### src/include/sht_pkg.sv
// Constants, register map and state types for the event enable and tuning block.
// Assumes a 32-bit Avalon-MM slave port with a word address and one clock.
package sht_pkg;

	// Word indexes of the registers; byte address is four times the index.
	localparam logic [2:0] IDX_FLAGS  = 3'h0;
	localparam logic [2:0] IDX_MASK   = 3'h1;
	localparam logic [2:0] IDX_ENABLE = 3'h2;
	localparam logic [2:0] IDX_CTRL2  = 3'h3;
	localparam logic [2:0] IDX_INJECT = 3'h4;

	// Event bits that exist in the flag, mask, enable and inject registers.
	localparam logic [31:0] EVT_VALID = 32'h017f7137;
	// Event bits that count as errors for the summary bit.
	localparam logic [31:0] EVT_ERRS  = 32'h017f0000;
	// Position of the read-only summary error bit in the flag register.
	localparam int          ERR_SUM_BIT = 15;
	localparam logic [31:0] ZERO_WORD = 32'h00000000;

	// Field positions of host_control_two.
	localparam int TUNED_BIT  = 23;
	localparam int ALIGNMENT_RUNNING_BIT = 22;
	localparam int SPEED_LSB  = 16;
	localparam int AUTO_STOP_BIT = 7;

	// Speed mode codes.
	localparam logic [2:0] SPEED_SDR12  = 3'h0;
	localparam logic [2:0] SPEED_SDR25  = 3'h1;
	localparam logic [2:0] SPEED_SDR50  = 3'h2;
	localparam logic [2:0] SPEED_SDR104 = 3'h3;
	localparam logic [2:0] SPEED_DDR50  = 3'h4;

	// Auto-command status as reported by the command engine.
	typedef struct packed {
		logic auto_stop_fault;
		logic auto_index_fault;
		logic auto_endbit_fault;
		logic auto_crc_fault;
		logic auto_timeout_fault;
		logic auto_skipped;
	} sht_auto_t;

	// Tuning sequence states.
	typedef enum logic [0:0] {TUNE_IDLE, TUNE_BUSY} sht_tune_t;

	// Whole state of the block.
	typedef struct packed {
		logic [31:0] flags_reg;
		logic [31:0] mask_reg;
		logic [31:0] enable_reg;
		logic [31:0] inject_reg;
		logic        tuned_reg;
		sht_tune_t   tune_reg;
		logic [2:0]  speed_reg;
		sht_auto_t   auto_reg;
		logic        wait_reg;
		logic [31:0] rdata_reg;
		logic        irq_reg;
	} sht_state_t;

endpackage

### src/logic/sht_event_ctrl.sv
// Event flags, event enable, event injection and speed/tuning control.
// Assumes an Avalon-MM master that holds each request until waitrequest is low.
//
// The address map and register access over Avalon-MM were chosen for this implementation.
`timescale 1ns/1ps
module sht_event_ctrl
	import sht_pkg::*;
(
	// Clock and reset.
	input  wire logic        ref_clk,
	input  wire logic        rst,
	// Avalon-MM slave port, word addressed.
	input  wire logic [2:0]  avs_address,
	input  wire logic        avs_read,
	input  wire logic        avs_write,
	input  wire logic [31:0] avs_writedata,
	input  wire logic [3:0]  avs_byteenable,
	output logic      [31:0] avs_readdata,
	output logic             avs_waitrequest,
	// Event pulses from the card engines, one bit per flag position.
	input  wire logic [31:0] event_in,
	// Auto-command status from the command engine.
	input  wire sht_auto_t   auto_status,
	// Tuning engine reports completion or that no tuning is needed.
	input  wire logic        tune_done,
	// Control toward the card side and the processor.
	output logic             cpu_irq_out,
	output logic             tuned_clk_sel,
	output logic             alignment_running,
	output logic [2:0]       bus_speed_select
);

	////////////////////////////////////////////////////////////////////////
	// State and bus decode.

	// Registered state and its next value.
	sht_state_t st_reg;
	sht_state_t st_next;

	// Request present on the bus.
	logic req;
	// Write committed in this cycle.
	logic wr_go;
	// Byte lanes of the write data merged over a register.
	logic [31:0] be_mask;
	// Flag register as software reads it, summary bit included.
	logic [31:0] flags_view;
	// Control register as software reads it.
	logic [31:0] ctrl2_view;
	// Events injected by this write.
	logic [31:0] inj_pulse;
	// Events that may set flags this cycle.
	logic [31:0] set_vec;
	// Flags cleared by this write.
	logic [31:0] clr_vec;

	assign req = avs_read | avs_write;
	assign wr_go = avs_write & ~st_reg.wait_reg;

	// Byte enables widened to one bit per data bit.
	genvar g;
	generate
		for (g = 0; g < 4; g++)
		begin : gen_lane
			assign be_mask[g*8 +: 8] = {8{avs_byteenable[g]}};
		end
	endgenerate

	////////////////////////////////////////////////////////////////////////
	// Read views.

	// Summary error bit is derived, never stored or written.
	always_comb
	begin
		flags_view = st_reg.flags_reg;
		flags_view[ERR_SUM_BIT] = |(st_reg.flags_reg & EVT_ERRS);
	end

	// Control register image; unused bits read as zero.
	always_comb
	begin
		ctrl2_view = ZERO_WORD;
		ctrl2_view[TUNED_BIT] = st_reg.tuned_reg;
		ctrl2_view[ALIGNMENT_RUNNING_BIT] = (st_reg.tune_reg == TUNE_BUSY);
		ctrl2_view[SPEED_LSB +: 3] = st_reg.speed_reg;
		ctrl2_view[AUTO_STOP_BIT] = st_reg.auto_reg.auto_stop_fault;
		ctrl2_view[4:0] = st_reg.auto_reg[4:0];
	end

	////////////////////////////////////////////////////////////////////////
	// Event set and clear terms.

	// Injection fires only on the committing write edge.
	always_comb
	begin
		inj_pulse = ZERO_WORD;
		clr_vec = ZERO_WORD;
		if (wr_go && avs_address == IDX_INJECT)
		begin
			// Ones fake events, zeros do nothing.
			inj_pulse = avs_writedata & be_mask & EVT_VALID;
		end
		if (wr_go && avs_address == IDX_FLAGS)
		begin
			// Software clears a flag by writing one to it.
			clr_vec = avs_writedata & be_mask & EVT_VALID;
		end
		// Real and injected events pass the same mask.
		set_vec = (event_in | inj_pulse) & st_reg.mask_reg & EVT_VALID;
	end

	////////////////////////////////////////////////////////////////////////
	// Next state.

	// One process computes every next value of the state.
	always_comb
	begin
		st_next = st_reg;
		// Wait is high by default and drops for one cycle per request.
		st_next.wait_reg = ~(req & st_reg.wait_reg);
		// Read data is taken while waiting, so it stands in the answer cycle.
		if (avs_read && st_reg.wait_reg)
		begin
			case (avs_address)
				IDX_FLAGS:  st_next.rdata_reg = flags_view;
				IDX_MASK:   st_next.rdata_reg = st_reg.mask_reg;
				IDX_ENABLE: st_next.rdata_reg = st_reg.enable_reg;
				IDX_CTRL2:  st_next.rdata_reg = ctrl2_view;
				IDX_INJECT: st_next.rdata_reg = st_reg.inject_reg;
				default:    st_next.rdata_reg = ZERO_WORD;
			endcase
		end
		// A set arriving with its clear wins.
		st_next.flags_reg = (st_reg.flags_reg & ~clr_vec) | set_vec;
		// Register writes keep only documented bits.
		if (wr_go)
		begin
			case (avs_address)
				IDX_MASK:
				begin
					st_next.mask_reg = ((st_reg.mask_reg & ~be_mask)
						| (avs_writedata & be_mask)) & EVT_VALID;
				end
				IDX_ENABLE:
				begin
					st_next.enable_reg = ((st_reg.enable_reg & ~be_mask)
						| (avs_writedata & be_mask)) & EVT_VALID;
				end
				IDX_INJECT:
				begin
					st_next.inject_reg = ((st_reg.inject_reg & ~be_mask)
						| (avs_writedata & be_mask)) & EVT_VALID;
				end
				IDX_CTRL2:
				begin
					if (avs_byteenable[2])
					begin
						st_next.tuned_reg = avs_writedata[TUNED_BIT];
						st_next.speed_reg = avs_writedata[SPEED_LSB +: 3];
					end
				end
				default:
				begin
					st_next.rdata_reg = st_next.rdata_reg;
				end
			endcase
		end
		// Tuning: a start counts only when idle and a completion only when busy.
		case (st_reg.tune_reg)
			TUNE_IDLE:
			begin
				if (wr_go && avs_address == IDX_CTRL2 && avs_byteenable[2]
					&& avs_writedata[ALIGNMENT_RUNNING_BIT])
				begin
					st_next.tune_reg = TUNE_BUSY;
				end
			end
			TUNE_BUSY:
			begin
				if (tune_done)
				begin
					st_next.tune_reg = TUNE_IDLE;
				end
			end
			default:
			begin
				st_next.tune_reg = TUNE_IDLE;
			end
		endcase
		// Auto-command status is sampled every cycle.
		st_next.auto_reg = auto_status;
		// Interrupt is every flag ANDed with its enable, ORed together.
		st_next.irq_reg = |(st_reg.flags_reg & st_reg.enable_reg);
		if (rst)
		begin
			st_next = '0;
			st_next.wait_reg = 1'b1;
			st_next.tune_reg = TUNE_IDLE;
		end
	end

	////////////////////////////////////////////////////////////////////////
	// State register.

	// The whole state is registered on the clock.
	always_ff @(posedge ref_clk)
	begin
		st_reg <= st_next;
	end

	// Outputs come straight from state flip-flops.
	assign avs_readdata = st_reg.rdata_reg;
	assign avs_waitrequest = st_reg.wait_reg;
	assign cpu_irq_out = st_reg.irq_reg;
	assign tuned_clk_sel = st_reg.tuned_reg;
	assign alignment_running = (st_reg.tune_reg == TUNE_BUSY);
	assign bus_speed_select = st_reg.speed_reg;

	// Helper: enabled flags of the previous cycle.
	logic [31:0] live_prev;
	always_ff @(posedge ref_clk)
	begin
		live_prev <= st_reg.flags_reg & st_reg.enable_reg;
	end
endmodule

### config.mk
export PLATFORM = sky130hd
export DESIGN_NAME = sht_event_ctrl
export DESIGN_NICKNAME = d
export VERILOG_FILES = /design/src/include/sht_pkg.sv /design/src/logic/sht_event_ctrl.sv
export SDC_FILE = /design/constraint.sdc
export NUM_CORES = 1
export LEC_CHECK = 0
export BUFFER_PORTS_ARGS = -buffer_cell sky130_fd_sc_hd__buf_2
export CAP_MARGIN = 20
export CORE_MARGIN = 1.5
export CORE_UTILIZATION = 45
export DETAILED_ROUTE_END_ITERATION = 16
export PLACE_DENSITY = 0.77
export SETUP_SLACK_MARGIN = 0.2
export SYNTH_ARGS = -nofsm -noshare
export SYNTH_HDL_FRONTEND = slang
export SYNTH_SLANG_ARGS = --single-unit
### constraint.sdc
create_clock -name ref_clk -period 1.85 [get_ports ref_clk]
set_input_delay 0.185 -clock ref_clk [delete_from_list [all_inputs] [get_ports ref_clk]]
set_output_delay 0.185 -clock ref_clk [all_outputs]
set_load 0.05 [all_outputs]
==> results.json <==
{
  "cts_buffers": 9,
  "ys.flop_type": "dfxtp_1",
  "dieArea_um2": 11000,
  "die_w_um": 105,
  "combPwrFrac_pct": 9.0,
  "yosysSeqAreaShare_pct": 43.5,
  "yosys.area_share.simple_pct": 17.8,
  "path_max_fanout": 15,
  "max-slew-margin-rel_pct": 52.7,
  "wl_um": 12600,
  "synth_edf_count": 0,
  "clock_path_buffers": 2,
  "outcome": "finished, final reports clean",
  "fin_setup_tns_ns": 0,
  "antenna_found_initial": 1,
  "setup_viol": 0,
  "hp-class": "input port to flop",
  "p_total_uw": 4200,
  "whs_path_depth": 2,
  "clock_latency_ns": 0.39,
  "die_h_um": 105,
  "critPathKind": "flop to flop",
  "ios": 121,
  "start_util_pct": 45.8,
  "final_nets": 660,
  "vias": 4084,
  "finalCritPeriodShare_pct": 84.0,
  "yosys_warnings": 0,
  "io_buffers": 80,
  "gp_congestion": 0.832,
  "ys_ff_latch": 102,
  "syn_area_um2": 4690,
  "fin_skew_ns": 0.0118,
  "synthTopCellsByArea": "dfxtp_1 (44%), mux2i_1 (12%), buf_4 (6.1%), a22oi_1 (5.6%), nor2_1 (4.6%)",
  "grt_pass1_vias": 4005,
  "cts_setup_buffers": 0,
  "arrival_ns": 1.86,
  "synth_top_family_by_area": "simple AND/OR/NAND/NOR gates",
  "synthArstFlopShare_pct": 0,
  "synth.most_common_cell": "dfxtp_1",
  "clkPwrFrac_pct": 37.8,
  "drv_slew": 0,
  "dp_hpwl_um": 8760,
  "synth_cells": 511,
  "synth-xor-area-share_pct": 0,
  "tightest_slew_ns": 0.708,
  "synth_area_per_cell_um2": 9.18,
  "maxCapViolCount": 0,
  "rows": 37,
  "clkTransAtPathRegs_ns": 0.10,
  "cts_sinks": 102,
  "synth_top_area_share_pct": 43.5,
  "drc": 0,
  "power_density_nw_per_um2": 783,
  "grt.overflow.total": 0,
  "grt.total_usage_pct": 23.3,
  "vdd_drop_max_uv": 333,
  "ant_nets": 0,
  "worst_slack_ns": 0.296,
  "power.switching_uw": 1080,
  "drt_first_iter_violations": 359,
  "cp-start-kind": "flop",
  "critPathCaptureType": "flop",
  "clock.fmax_mhz": 643,
  "htreeDepth": 3,
  "reg2reg_depth": 6,
  "seqPwrFrac_pct": 53.1,
  "tritoncts": "built",
  "hold_viol": 0,
  "clock-root-buffer": "clkbuf_8",
  "ys_top_cells_by_count": "dfxtp_1 (102), nor2_1 (57), mux2i_1 (55)",
  "syn_to_final_growth_pct": 14.3,
  "dp_slack_ns": 0.0618,
  "grt_start_max_net_pins": 88,
  "rsz0062_at_grt": "no",
  "synthAdderAreaFrac_pct": 0,
  "period_needed_ns": 1.55,
  "core_um2": 10200,
  "p_int_uw": 3110,
  "drive_gt1_share_pct": 23.5,
  "synthMuxAreaShare_pct": 15.8,
  "firstDrtPassIters": 5,
  "wl_per_cell_um": 17.5,
  "hold_ws_ns": 0.0115,
  "synth_compound_area_share_pct": 13.0,
  "required_ns": 2.16,
  "synth_cell_types": 40,
  "p_leak_uw": 0.00245,
  "via_per_inst": 5.67,
  "yosys.area.top_type": "dfxtp_1",
  "p_sw_share_pct": 25.8,
  "grt_first_pass_wirelength_um": 20000
}
area by class of cell:
type / instances / area (um^2)
Tap cell: 136 / 170
Antenna cell: 1 / 2.50
Clock buffer: 10 / 128
Timing Repair Buffer: 108 / 636
Multi-Input combinational cell: 343 / 2230
Inverter: 14 / 52.6
Clock inverter: 6 / 93.8
Fill cell: 929 / 4870
Sequential cell: 102 / 2040
power by group through the flow:
stage / Clock, uW / Combinational (uW) / Sequential [uW]
after global placement: 0 / 356 / 2280
after CTS: 1610 / 374 / 2230
after detailed placement: 0 / 364 / 2280
final: 1590 / 380 / 2230
after floorplan: 0 / 230 / 2280
after global routing: 1690 / 403 / 2230
worst max-delay path, cell delays in order (launching register included):
cell     delay (ns)
dfxtp_2        0.37
nor3b_2        0.17
buf_4          0.22
and3_1         0.19
buf_4          0.22
nand3_1        0.11
a31oi_1        0.19
cells by family after synthesis:
family	Yosys count
compound gates	94
flops	102
other cells	1
buf+inv	76
mux	64
simple gates	174
layout by cell type, fill, tap and decap left out, types with 3 or more instances in the layout:
cell type,count
a21oi_1,25
a221oi_1,5
a22oi_1,35
a31oi_1,15
and3_1,3
buf_2,80
buf_4,22
clkbuf_8,9
conb_1,11
dfxtp_1,101
dlygate4sd3_1,5
inv_1,14
mux2i_1,55
mux4_2,8
nand2_1,52
nand3_1,24
nand4_1,10
nor2_1,56
nor2b_1,12
nor4_1,3
o21ai_0,9
routing by layer:
metal | track usage [%] | vias up | share of wire (%) | wire length [um]
li1 | - | 1908 | - | -
met4 | 10.8 | 0 | 2.7 | 338
met1 | 29.7 | 1970 | 43 | 5410
met5 | 0 | - | 0 | 0
met2 | 37.7 | 183 | 47 | 5960
met3 | 5.05 | 23 | 6.9 | 864
metrics by stage:
| step | utilization [%] | instances | cell area (um^2) |
|---|---|---|---|
| 2_1_floorplan | - | 521 | 4730 |
| 3_3_place_gp | 49.7 | 698 | 5080 |
| 4_1_cts | 52.4 | 719 | 5360 |
| 5_1_grt | 52.4 | 719 | 5360 |
| 3_5_place_dp | 49.7 | 698 | 5080 |
| 6_report | 52.4 | 720 | 5360 |
what timing repair did:
action                                 in CTS  in global routing
gates cloned                                0                  0
resized for setup                           1                  2
hold buffers                                5                  0
pin swaps                                   0                  0
setup endpoints to repair                  14                  4
endpoints found under the hold margin       5                  0
final timing paths:
| kind | from | endpoint | slack [ns] |
|---|---|---|---|
| min | auto_status[2] | ctrl2_view[2] | 0.01 |
| max | avs_waitrequest | flags_view[17] | 0.30 |
| min reg2reg | avs_readdata[2] | avs_readdata[2] | 0.44 |
| max reg2reg | avs_waitrequest | flags_view[17] | 0.30 |
(Power assumes the default switching activity.)
